`src/rtl/chr_consts.svh`:
```
/*
 * Offsets, address ranges, field codes and timing figures of the carrier host register block.
 * Assumes it is included by bare name from files that need the named values.
 */
`ifndef CHR_CONSTS_SVH
`define CHR_CONSTS_SVH

// ----------------------------------------------------------------
// I/O window register offsets
// ----------------------------------------------------------------
`define CHR_IO_DATA 8'h10
`define CHR_IO_CTRL 8'h14
`define CHR_IO_IRQC 8'h18
`define CHR_IO_IRQEN 8'h40
`define CHR_IO_CLK23 8'h60
`define CHR_IO_CLK4 8'h64
`define CHR_IRQEN_MASK 16'h0007
`define CHR_IRQ_LINES 3
// ----------------------------------------------------------------
// Memory window
// ----------------------------------------------------------------
`define CHR_SRAM_LAST 32'h000FFFFF
`define CHR_MIR_DATA 32'h00200090
`define CHR_MIR_CTRL 32'h00200094
`define CHR_MIR_IRQC 32'h00200098
`define CHR_MIR_DELTA 8'h80
`define CHR_GBUS_FIRST 32'h00200000
`define CHR_GBUS_LAST 32'h0020007F
`define CHR_GBUS_HIGH 32'h40080000
`define CHR_GBUS_LOW 32'h000000A0
`define CHR_PLD_FIRST 32'h00200240
`define CHR_PLD_LAST 32'h0020025F
`define CHR_PLC_FIRST 32'h00200260
`define CHR_PLC_LAST 32'h0020027F
`define CHR_DMA_BIT 28
// The DMA select line counts 32-bit words, so on the byte address it sits two bits higher.
`define CHR_DMA_BYTE_BIT (`CHR_DMA_BIT + 2)
`define CHR_DMA_BASE 32'h40000000
// ----------------------------------------------------------------
// Module-side local bus map
// ----------------------------------------------------------------
`define CHR_AP0_FIRST 32'h18000000
`define CHR_AP0_LAST 32'h183FFFFF
`define CHR_AP1_FIRST 32'h14000000
`define CHR_AP1_LAST 32'h17FFFFFF
`define CHR_BRG_FIRST 32'h1C000000
`define CHR_BRG_LAST 32'h1C0000FF
`define CHR_LSRAM_FIRST 32'hD0000000
`define CHR_LSRAM_LAST 32'hD00FFFFF
`define CHR_MBOX_FIRST 8'hC0
`define CHR_MBOX_LAST 8'hCF
// ----------------------------------------------------------------
// Clock select codes and timing
// ----------------------------------------------------------------
`define CHR_CODE_A 4'h5
`define CHR_CODE_B 4'h7
`define CHR_CODE_C 4'hD
`define CHR_CODE_D 4'hF
`define CHR_DIV_A 4'h1
`define CHR_DIV_B 4'h3
`define CHR_DIV_C 4'h8
`define CHR_DIV_D 4'hC
`define CHR_PH2_A 5'h1C
`define CHR_PH2_B 5'h1E
`define CHR_PH2_C 5'h02
`define CHR_PH2_D 5'h04
`define CHR_PH34_A 5'h18
`define CHR_PH34_B 5'h1A
`define CHR_PH34_C 5'h06
`define CHR_PH34_D 5'h08
`define CHR_CLK_PERIOD_PS 5000
`define CHR_REF_PERIOD_PS 10000
`define CHR_PHASE_N 16
`define CHR_PHASE_STEP_PS (`CHR_REF_PERIOD_PS / `CHR_PHASE_N)
`define CHR_HALF_CYC (`CHR_REF_PERIOD_PS / (2 * `CHR_CLK_PERIOD_PS))

`endif

```
`src/rtl/chr_pkg.sv`:
```
/*
 * Types shared by the carrier host register block.
 * Assumes nothing beyond a SystemVerilog compiler.
 */
package chr_pkg;

	// ------------------------------------------------------------
	// Host access as delivered by the bridge
	// ------------------------------------------------------------
	typedef struct packed {
		logic valid;
		logic ioSpace;
		logic write;
		logic [31:0] addr;
		logic [31:0] wdata;
	} chr_host_req_t;

	typedef struct packed {
		logic ack;
		logic [31:0] rdata;
	} chr_host_rsp_t;

	// Access forwarded to a resource outside this block.
	typedef struct packed {
		logic valid;
		logic write;
		logic [31:0] addr;
		logic [31:0] wdata;
	} chr_mem_req_t;

	// One clock bank setting: frequency code above phase code.
	typedef struct packed {
		logic [3:0] freqSel;
		logic [3:0] phaseSel;
	} chr_clk_cfg_t;

endpackage : chr_pkg

```
`src/rtl/chr_host_regs.sv`:
```
/*
 * Carrier host register bank: I/O window registers, memory window decode,
 * local bus decode, shared interrupt lines and three programmable module clocks.
 * Assumes host accesses arrive as single-cycle requests on ref_clk and that
 * the forwarded resources (SRAM, global bus, parallel link) answer the host themselves.
 */
`include "chr_consts.svh"
`timescale 1ns/100ps
`default_nettype none

module chr_host_regs (
	// Clock and reset
	input wire logic ref_clk,
	input wire logic resetn,
	// Host access through the bridge
	input wire chr_pkg::chr_host_req_t hostReq,
	output chr_pkg::chr_host_rsp_t hostRsp,
	// Link data port and board control/status
	input wire logic [31:0] comportIn,
	input wire logic [31:0] boardStatus,
	output logic [31:0] comportOut,
	output logic comportWrStrobe,
	output logic comportRdStrobe,
	output logic [31:0] boardControl,
	output logic [31:0] irqSetup,
	// Shared open-collector DSP interrupt lines
	input wire logic [2:0] dspIrqIn,
	output logic [2:0] dspIrqOut,
	output logic [2:0] dspIrqOe,
	// Forwarded memory window accesses
	output chr_pkg::chr_mem_req_t sramReq,
	output chr_pkg::chr_mem_req_t gbusReq,
	output chr_pkg::chr_mem_req_t plDataReq,
	output chr_pkg::chr_mem_req_t plCtrlReq,
	// Module-side local bus
	input wire logic lbValid,
	input wire logic [31:0] lbAddr,
	input wire logic mailboxIrqEnable,
	output logic [3:0] lbSel,
	output logic mboxHostIrq,
	// Programmable module clocks, index 0 is bank 2
	output logic [2:0] moduleClk,
	output logic [2:0] clkCodeValid,
	output logic [2:0][4:0] phaseSteps
);
	import chr_pkg::*;

	// ------------------------------------------------------------
	// Register state
	// ------------------------------------------------------------
	logic [15:0] irqEnReg;
	logic [15:0] clk23Reg;
	logic [7:0] clk4Reg;
	logic [7:0] regOff;
	logic regAcc;
	logic memAcc;
	logic dmaHit;
	logic sramHit;
	logic gbusHit;
	logic pldHit;
	logic plcHit;
	logic [31:0] dmaAddr;
	logic wrStb;
	logic rdStb;
	logic [31:0] readMux;
	chr_clk_cfg_t bankCfg [3];
	logic [2:0] cfgWrite;

	// ------------------------------------------------------------
	// Address decode
	// ------------------------------------------------------------

	// The mirrors sit 80 hex above the I/O offsets, so one subtraction folds them in.
	always_comb begin
		memAcc = hostReq.valid && !hostReq.ioSpace;
		regOff = hostReq.addr[7:0];
		regAcc = 1'b0;
		if (hostReq.valid && hostReq.ioSpace && hostReq.addr[31:8] == 24'h000000) begin
			regAcc = 1'b1;
		end else if (memAcc && (hostReq.addr == `CHR_MIR_DATA || hostReq.addr == `CHR_MIR_CTRL
			|| hostReq.addr == `CHR_MIR_IRQC)) begin
			regAcc = 1'b1;
			regOff = hostReq.addr[7:0] - `CHR_MIR_DELTA;
		end
	end

	// DMA sees SRAM with address line 28 high; that line counts words, so it is byte
	// address bit 30. Subtract the base to reach the array.
	assign dmaAddr = hostReq.addr - `CHR_DMA_BASE;
	assign dmaHit = memAcc && hostReq.addr[`CHR_DMA_BYTE_BIT]
		&& dmaAddr <= `CHR_SRAM_LAST;
	assign sramHit = (memAcc && hostReq.addr <= `CHR_SRAM_LAST) || dmaHit;
	assign gbusHit = memAcc && hostReq.addr >= `CHR_GBUS_FIRST && hostReq.addr <= `CHR_GBUS_LAST
		&& !regAcc;
	assign pldHit = memAcc && hostReq.addr >= `CHR_PLD_FIRST && hostReq.addr <= `CHR_PLD_LAST;
	assign plcHit = memAcc && hostReq.addr >= `CHR_PLC_FIRST && hostReq.addr <= `CHR_PLC_LAST;
	assign wrStb = regAcc && hostReq.write;
	assign rdStb = regAcc && !hostReq.write;

	// ------------------------------------------------------------
	// Host-writable registers
	// ------------------------------------------------------------

	// Reserved enable bits are never stored, so they cannot read back as one.
	always_ff @(posedge ref_clk or negedge resetn) begin
		if (!resetn) begin
			irqEnReg <= 16'h0000;
		end else if (wrStb && regOff == `CHR_IO_IRQEN) begin
			irqEnReg <= hostReq.wdata[15:0] & `CHR_IRQEN_MASK;
		end
	end

	// Clock registers hold any value written, listed code or not.
	always_ff @(posedge ref_clk or negedge resetn) begin
		if (!resetn) begin
			clk23Reg <= 16'h0000;
			clk4Reg <= 8'h00;
		end else if (wrStb && regOff == `CHR_IO_CLK23) begin
			clk23Reg <= hostReq.wdata[15:0];
		end else if (wrStb && regOff == `CHR_IO_CLK4) begin
			clk4Reg <= hostReq.wdata[7:0];
		end
	end

	// Link data, control and interrupt setup; the data write also strobes the port.
	always_ff @(posedge ref_clk or negedge resetn) begin
		if (!resetn) begin
			comportOut <= 32'h00000000;
			boardControl <= 32'h00000000;
			irqSetup <= 32'h00000000;
			comportWrStrobe <= 1'b0;
			comportRdStrobe <= 1'b0;
		end else begin
			comportWrStrobe <= wrStb && regOff == `CHR_IO_DATA;
			comportRdStrobe <= rdStb && regOff == `CHR_IO_DATA;
			if (wrStb && regOff == `CHR_IO_DATA) begin
				comportOut <= hostReq.wdata;
			end
			if (wrStb && regOff == `CHR_IO_CTRL) begin
				boardControl <= hostReq.wdata;
			end
			if (wrStb && regOff == `CHR_IO_IRQC) begin
				irqSetup <= hostReq.wdata;
			end
		end
	end

	// ------------------------------------------------------------
	// Host answer
	// ------------------------------------------------------------

	// Interrupt setup is write-only; every unassigned offset reads as zero.
	always_comb begin
		case (regOff)
			`CHR_IO_DATA: readMux = comportIn;
			`CHR_IO_CTRL: readMux = boardStatus;
			`CHR_IO_IRQEN: readMux = {16'h0000, irqEnReg};
			`CHR_IO_CLK23: readMux = {16'h0000, clk23Reg};
			`CHR_IO_CLK4: readMux = {24'h000000, clk4Reg};
			default: readMux = 32'h00000000;
		endcase
	end

	// Forwarded regions are answered by their own resource, not here.
	always_ff @(posedge ref_clk or negedge resetn) begin
		if (!resetn) begin
			hostRsp <= '0;
		end else begin
			hostRsp.ack <= hostReq.valid && !(sramHit || gbusHit || pldHit || plcHit);
			hostRsp.rdata <= rdStb ? readMux : 32'h00000000;
		end
	end

	// ------------------------------------------------------------
	// Forwarded memory window accesses
	// ------------------------------------------------------------

	// Global bus addresses carry the select bits the module decodes.
	always_ff @(posedge ref_clk or negedge resetn) begin
		if (!resetn) begin
			sramReq <= '0;
			gbusReq <= '0;
			plDataReq <= '0;
			plCtrlReq <= '0;
		end else begin
			sramReq <= '{sramHit, hostReq.write, dmaHit ? dmaAddr : hostReq.addr,
				hostReq.wdata};
			gbusReq <= '{gbusHit, hostReq.write,
				(hostReq.addr | `CHR_GBUS_HIGH) & ~`CHR_GBUS_LOW, hostReq.wdata};
			plDataReq <= '{pldHit, hostReq.write, hostReq.addr,
				{16'h0000, hostReq.wdata[15:0]}};
			plCtrlReq <= '{plcHit, hostReq.write, hostReq.addr, hostReq.wdata};
		end
	end

	// ------------------------------------------------------------
	// Local bus decode and mailbox interrupt
	// ------------------------------------------------------------

	// Select bits: 0 aperture 0, 1 aperture 1, 2 bridge registers, 3 shared SRAM.
	always_ff @(posedge ref_clk or negedge resetn) begin
		if (!resetn) begin
			lbSel <= 4'h0;
			mboxHostIrq <= 1'b0;
		end else begin
			lbSel[0] <= lbValid && lbAddr >= `CHR_AP0_FIRST && lbAddr <= `CHR_AP0_LAST;
			lbSel[1] <= lbValid && lbAddr >= `CHR_AP1_FIRST && lbAddr <= `CHR_AP1_LAST;
			lbSel[2] <= lbValid && lbAddr >= `CHR_BRG_FIRST && lbAddr <= `CHR_BRG_LAST;
			lbSel[3] <= lbValid && lbAddr >= `CHR_LSRAM_FIRST
				&& lbAddr <= `CHR_LSRAM_LAST;
			mboxHostIrq <= lbValid && mailboxIrqEnable && lbAddr[31:8] == `CHR_BRG_FIRST >> 8
				&& lbAddr[7:0] >= `CHR_MBOX_FIRST && lbAddr[7:0] <= `CHR_MBOX_LAST;
		end
	end

	// ------------------------------------------------------------
	// Shared interrupt lines
	// ------------------------------------------------------------

	// The host only ever pulls low; the DSP may pull the same wire at any time.
	always_ff @(posedge ref_clk or negedge resetn) begin
		if (!resetn) begin
			dspIrqOe <= 3'h0;
			dspIrqOut <= 3'h0;
		end else begin
			dspIrqOe <= irqSetup[2:0] & irqEnReg[2:0];
			dspIrqOut <= 3'h0;
		end
	end

	// ------------------------------------------------------------
	// Module clock generation
	// ------------------------------------------------------------

	assign bankCfg[0] = clk23Reg[7:0];
	assign bankCfg[1] = clk23Reg[15:8];
	assign bankCfg[2] = clk4Reg;
	assign cfgWrite[0] = wrStb && regOff == `CHR_IO_CLK23;
	assign cfgWrite[1] = cfgWrite[0];
	assign cfgWrite[2] = wrStb && regOff == `CHR_IO_CLK4;

	// Divider from a frequency code; zero marks an undefined code.
	function automatic logic [3:0] chr_div(input logic [3:0] code);
		case (code)
			`CHR_CODE_A: chr_div = `CHR_DIV_A;
			`CHR_CODE_B: chr_div = `CHR_DIV_B;
			`CHR_CODE_C: chr_div = `CHR_DIV_C;
			`CHR_CODE_D: chr_div = `CHR_DIV_D;
			default: chr_div = 4'h0;
		endcase
	endfunction : chr_div

	// Signed phase in steps of the reference over sixteen.
	function automatic logic [4:0] chr_phase(input logic [3:0] code, input logic bankTwo);
		case (code)
			`CHR_CODE_A: chr_phase = bankTwo ? `CHR_PH2_A : `CHR_PH34_A;
			`CHR_CODE_B: chr_phase = bankTwo ? `CHR_PH2_B : `CHR_PH34_B;
			`CHR_CODE_C: chr_phase = bankTwo ? `CHR_PH2_C : `CHR_PH34_C;
			`CHR_CODE_D: chr_phase = bankTwo ? `CHR_PH2_D : `CHR_PH34_D;
			default: chr_phase = 5'h00;
		endcase
	endfunction : chr_phase

	// Each bank toggles after div half-periods of the reference; a write restarts it
	// low so a new setting never produces a runt high phase. Sub-cycle phase (625 ps)
	// is finer than this clock, so the step count is presented for the output delay line.
	for (genvar b = 0; b < 3; b++) begin : g_bank
		logic [3:0] divCnt;
		logic [3:0] divHalf;
		assign divHalf = 4'(chr_div(bankCfg[b].freqSel) * `CHR_HALF_CYC);
		always_ff @(posedge ref_clk or negedge resetn) begin
			if (!resetn) begin
				divCnt <= 4'h0;
				moduleClk[b] <= 1'b0;
				clkCodeValid[b] <= 1'b0;
				phaseSteps[b] <= 5'h00;
			end else begin
				clkCodeValid[b] <= divHalf != 4'h0 && chr_div(bankCfg[b].phaseSel) != 4'h0;
				phaseSteps[b] <= chr_phase(bankCfg[b].phaseSel, b == 0);
				if (cfgWrite[b] || divHalf == 4'h0) begin
					divCnt <= 4'h0;
					moduleClk[b] <= 1'b0;
				end else if (divCnt == divHalf - 4'h1) begin
					divCnt <= 4'h0;
					moduleClk[b] <= ~moduleClk[b];
				end else begin
					divCnt <= divCnt + 4'h1;
				end
			end
		end
	end
endmodule : chr_host_regs
`default_nettype wire

```
`config.mk`:
```
export PLATFORM = sky130hd
export DESIGN_NAME = chr_host_regs
export DESIGN_NICKNAME = d
export VERILOG_FILES = /design/src/rtl/chr_pkg.sv /design/src/rtl/chr_host_regs.sv
export VERILOG_INCLUDE_DIRS = /design/src /design/src/rtl
export SDC_FILE = /design/constraint.sdc
export NUM_CORES = 1
export LEC_CHECK = 0
export CAP_MARGIN = 20
export CORE_AREA = 3 3 231 233
export DETAILED_ROUTE_END_ITERATION = 8
export DIE_AREA = 0 0 234 236
export DONT_BUFFER_PORTS = 1
export HOLD_SLACK_MARGIN = 0.12
export PLACE_DENSITY = 0.35
export SYNTH_ARGS = -nofsm -noshare
export SYNTH_HDL_FRONTEND = slang
export SYNTH_SLANG_ARGS = --single-unit
```
`constraint.sdc`:
```
create_clock -name ref_clk -period 1.6 [get_ports ref_clk]
set_input_delay 0.16 -clock ref_clk [delete_from_list [all_inputs] [get_ports ref_clk]]
set_output_delay 0.16 -clock ref_clk [all_outputs]
set_load 0.1 [all_outputs]
```
### Word-level counts from Yosys, hierarchy flattened

Index checks and enable logic that the tools add are counted.
Widths: inputs -> output; s select.

* bits in registers: 346
* bits of input ports: 170
* output and inout bits: 427
* word-level logic and storage cells: 197

* add/subtract/negate cells: 8
* $lt $le $gt $ge: 18
* equality and inequality tests: 37
* multiplexer cells: 28
* bitwise operators: 5
* reduce and logical (&&, ||, !) cells: 66

Operator list (number)
* $pmux 32 s5: 1
* $eq 32x22->1 const B: 3
* $ge 32x22->1 const B: 3
* $ge 32x29->1 const B: 3
* $le 32x22->1 const B: 3
* $le 32x29->1 const B: 3
* $pmux 4 s4: 6
* $le 32x20->1 const B: 2
* $mux 32: 2
* $pmux 5 s4: 3
* $eq 4x3->1 const B: 12
* $eq 4x4->1 const B: 12
* $logic_and 1x1->1: 39
* $ge 32x32->1 const B: 1
* $le 32x32->1 const B: 1
* $sub 32x31->32 const B: 1
* $eq 24x21->1 const B: 1
* $eq 8x5->1 const B: 3
* $eq 8x7->1 const B: 3
* $logic_not 24->1: 1
* $mux 4: 6
* $reduce_bool 4->1: 6
* $mux 8: 2
* $add 4x1->4 const B: 3
* other kinds (13): 42

### Logic depth before layout (Yosys ltp)

* depth in word-level cells: 13
* gate-level depth with buffers: 10
* gate-level depth less buffers: 8

### Least setup slack after synthesis

Ideal clock, no wire load.

* path kind: input to register
* from: in hostReq[63] in the netlist's numbering
* to: reg boardControl[10]
* setup time: 128 ps
* data arrival time: 2372 ps
* required time: 1472 ps
* path slack: -901 ps
* cell stages on the path: 10
* buffers on the path: 2
* path through: inv_1 -> ha_1 -> nor4bb_1 -> nand4_1 -> o41ai_4 -> and3_1 -> buf_2 -> nand2_2 -> buf_4 -> mux2_1

* word-level cells in the longest chain between the ends: 8
* elaborated cells on any way between the ends: 15
* classes of those cells: eq/ne (4); mux (4); reduce/logical (7)

RTL lines
* start, declared: RTL line chr_host_regs.sv:16 `input wire chr_pkg::chr_host_req_t hostReq,`
* $eq 32x22->1 (no source line)
* $logic_or 1x1->1 (no source line) (2 in a row)
* $logic_and 1x1->1: RTL line chr_host_regs.sv:80 `` end else if (memAcc && (hostReq.addr == `CHR_MIR_DATA || hostReq.addr == `CHR_MIR_CTRL ``
* $mux 8 or $mux 1 (tied branches): RTL line chr_host_regs.sv:80
* $mux 8 or $mux 1 (tied branches): RTL line chr_host_regs.sv:78 `if (hostReq.valid && hostReq.ioSpace && hostReq.addr[31:8] == 24'h000000) begin`
* $eq 8x5->1 or $logic_and 1x1->1 (tied branches)
* $logic_and 1x1->1 (no source line) *
* end signal, assigned: RTL line chr_host_regs.sv:140 `boardControl <= hostReq.wdata;`
* end, declared: RTL line chr_host_regs.sv:24 `output logic [31:0] boardControl,`

Every way passes the cells marked *; elsewhere a longest branch is shown, timed or not.
A chain may end at the register's enable or synchronous reset.

### Worst setup path after layout

* from: in hostReq[62] in the netlist's numbering
* to: reg irqSetup[20]

* word-level cells in the longest chain between the ends: 8
* elaborated cells on any way between the ends: 15
* classes of those cells: eq/ne (4); mux (4); reduce/logical (7)

RTL lines
* $eq 32x22->1 (no source line)
* $logic_or 1x1->1 (no source line) (2 in a row)
* $logic_and 1x1->1: RTL line chr_host_regs.sv:80
* $mux 8 or $mux 1 (tied branches): RTL line chr_host_regs.sv:80
* $mux 8 or $mux 1 (tied branches): RTL line chr_host_regs.sv:78
* $eq 8x5->1 (no source line) or $logic_and 1x1->1 (tied branches)
* $logic_and 1x1->1 (no source line) *
* end signal, assigned: RTL line chr_host_regs.sv:143 `irqSetup <= hostReq.wdata;`
* end, declared: RTL line chr_host_regs.sv:25 `output logic [31:0] irqSetup,`

Marked as above.

==> flow_summary.yaml <==
status:
  status: "complete, but fails checks"
  violations: "hold timing, setup timing"
timing:
  hold_violations: 267
  final-setup-viol-count: 124
  fin_hold_ws_ns: -0.672
  period_needed_ns: 1.72
  tightest_slew_ns: 0.671
  rsz0062_at_grt: "true"
  fin_ws_ns: -0.124
  post-route-period-util_pct: 108
  fin_setup_tns_ns: -10.40
  fmax_ghz: 0.580
  maxSlewHeadroom_pct: 55.3
  drv_slew: 0
  finClkSkew_ns: 0.0144
placement:
  preCtsSetupSlack_ns: -0.761
  portBuffers: 0
  gp_routability_congestion: 0.749
  hpwl_mm: 27.4
synthesis:
  yosys_warnings: 0
  ys_dominant_reg_cell: "dfrtp_1"
  syn_inst: 933
  yosysTopAreaCell: "dfrtp_1"
  synth_edf_count: 0
  synth.avg_cell_area_sq_um: 12.5
  async_reset_ff_share_pct: 100
  syn-cell-area_sq_um: 11600
  yosysUniqueCellTypes: 60
  ys_seq_area_share_pct: 57.4
  netlist_top_cells_area: "dfrtp_1 57%, buf_4 13%, mux2_1 8.7%, mux2_2 3.3%, nor2_1 1.9%"
  synth_top_area_share_pct: 57.4
  synth_seq_cells: 267
detailed_routing:
  drt_iter0_markers: 410
  wl_per_cell_um: 21.2
  final_antenna_net_count: 0
  route.detailed.drc: 0
  totalWireLength_mm: 41.3
  vias: 8228
  via_per_inst: 4.22
  drt_pass1_iterations: 7
clock_network:
  htree_levels: 2
  insertion_delay_ns: 0.53
  cts-root-buf: "clkbuf_16"
  cts_buffer_depth: 3
  clk_pin_slew_ns: 0.05
  cts_tree: "yes"
  cts_buffers: 34
  cts_sinks: 267
finish:
  nets: 1423
  final_core_util_pct: 34.7
  drive_gt1_share_pct: 45.6
  syn2layout_area_growth_pct: 53.1
setup_path:
  arrival_ns: 2.13
  endpoint_kind: "flip-flop"
  path_max_fanout: 8
  crit_type: "in2reg"
  cp-start-kind: "input pin"
  cp.required_ns: 2.01
pwr:
  power_density_nw_per_um2: 1020
  p_leak_nw: 8.42
  vdd_ir_drop_max_v: 0.000771
grt:
  antenna_found_initial: 3
  overflow: 0
  grt_start_max_net_pins: 268
  grt_pass1_wl_mm: 59.2
  grt_pass1_vias: 8991
  track_usage_pct: 14.4
floorplan:
  coreArea_sq_um: 51400
  fp.dieW_um: 234
  num_rows: 83
  dieHeight_um: 236
  ios: 597
  dieArea_sq_um: 55200
  start_util_pct: 22.6
run:
  drv_cap: 0
worst_hold_path:
  hp-class: "in2async"
[worst max-delay path, cell delays in order]
cell and delay [ns]:
clkinvlp_4 0.07, ha_4 0.13, nor4bb_4 0.20, nand4_1 0.26, o41ai_4 0.38, buf_4 0.18
nand4_1 0.09, buf_6 0.19, buf_12 0.16, mux2_4 0.30
[synth_stat cells (all sizes together), types with 12 or more instances]
master  instances
inv            12
a22oi          16
a222oi         16
clkbuf         14
buf           210
nor2           60
nand3          16
a21oi          22
nor4           14
mux2          124
nor3           13
nand2          37
dfrtp         267
[cells in the final DEF, fill, tap and decap left out, types with 19 or more instances in the layout]
cell type	instances
dfrtp_1	200
mux2_4	57
nand2_1	32
dfrtp_4	45
dlygate4sd3_1	149
buf_12	75
dfrtp_2	22
mux2_2	19
nor2_1	58
conb_1	25
clkbuf_16	36
buf_4	238
mux2_1	48
[power breakdown]
part	internal [mW]	switching, mW	total (mW)
logic	0.727	3.04	3.76
clock network	4.32	3.04	7.36
registers	6.89	0.0777	6.97
total	11.9	6.16	18.1
[stage by stage]
step	instances	power (mW)	instance area [sq um]
global route	1951	18.8	17800
finish	1952	18.1	17800
detailed placement	1716	10.4	14600
global placement	1716	10.4	14600
CTS	1935	18.5	17400
floorplan	956	10.2	12100
[final cells by class]
type	instances	area (sq um)
clock inverter	11	80.1
inverter	12	52.6
tap	680	851
clock buffer	50	991
antenna	1	2.50
sequential	267	6880
timing repair buffer	478	5060
multi-input combinational	453	3910
fill	5110	33600
[registers in the layout, summed over array words and instances, names as in the netlist, 11 cells and up]
| signal | flops |
|---|---|
| boardControl | 32 |
| clk23Reg | 16 |
| comportOut | 32 |
| g_bank.divCnt | 12 |
| hostRsp | 33 |
| irqSetup | 32 |
| phaseSteps | 11 |
| plCtrlReq | 65 |
[path summary, 6_finish.rpt]
| kind | startpoint | to | slack, ns | cells after the start |
|---|---|---|---|---|
| worst min-delay path | resetn | boardControl[13] | -0.67 | 0 |
| worst min register to register | comportOut[4] | comportOut[4] | 0.49 | 1 |
| worst max-delay path | hostReq[62] | irqSetup[20] | -0.12 | 10 |
| worst max register to register | clk4Reg[5] | g_bank[2].divCnt[2] | 0.09 | 7 |
| min in group ref_clk | hostReq[61] | plCtrlReq[61] | 0.17 | 1 |
| max in group asynchronous | resetn | plCtrlReq[57] | 1.64 | 0 |
[kinds of logic (layout without fill, tap and decap cells)]
kind of cell | after synthesis | in the layout | share of synthesized area (%)
AO/OA/AOI/OAI | 81 | 81 | 5.26
adder cells (fa/ha/maj) | 8 | 8 | 0.838
multiplexers | 125 | 125 | 12.1
XOR/XNOR | 14 | 14 | 1.05
flip-flops | 267 | 267 | 57.4
buffers and inverters | 236 | 551 | 14.2
AND/OR/NAND/NOR | 200 | 200 | 9.07
other | 2 | 26 | 0.0645
[metal layers]
layer | routed length [um] | track usage [%]
met4 | 1180 | 5.05
met1 | 16400 | 17.0
met3 | 3650 | 5.06
met2 | 20100 | 24.0
met5 | 0 | 0
[timing repair]
item | CTS | global route
gates cloned | 3 | 4
setup endpoints to repair | 136 | 175
pin swaps | 12 | 18
resized for setup | 30 | 58
hold endpoints to repair | 501 | 272
hold buffers | 150 | 5
buffers inserted | 5 | 9
(Power assumes the default switching activity.)
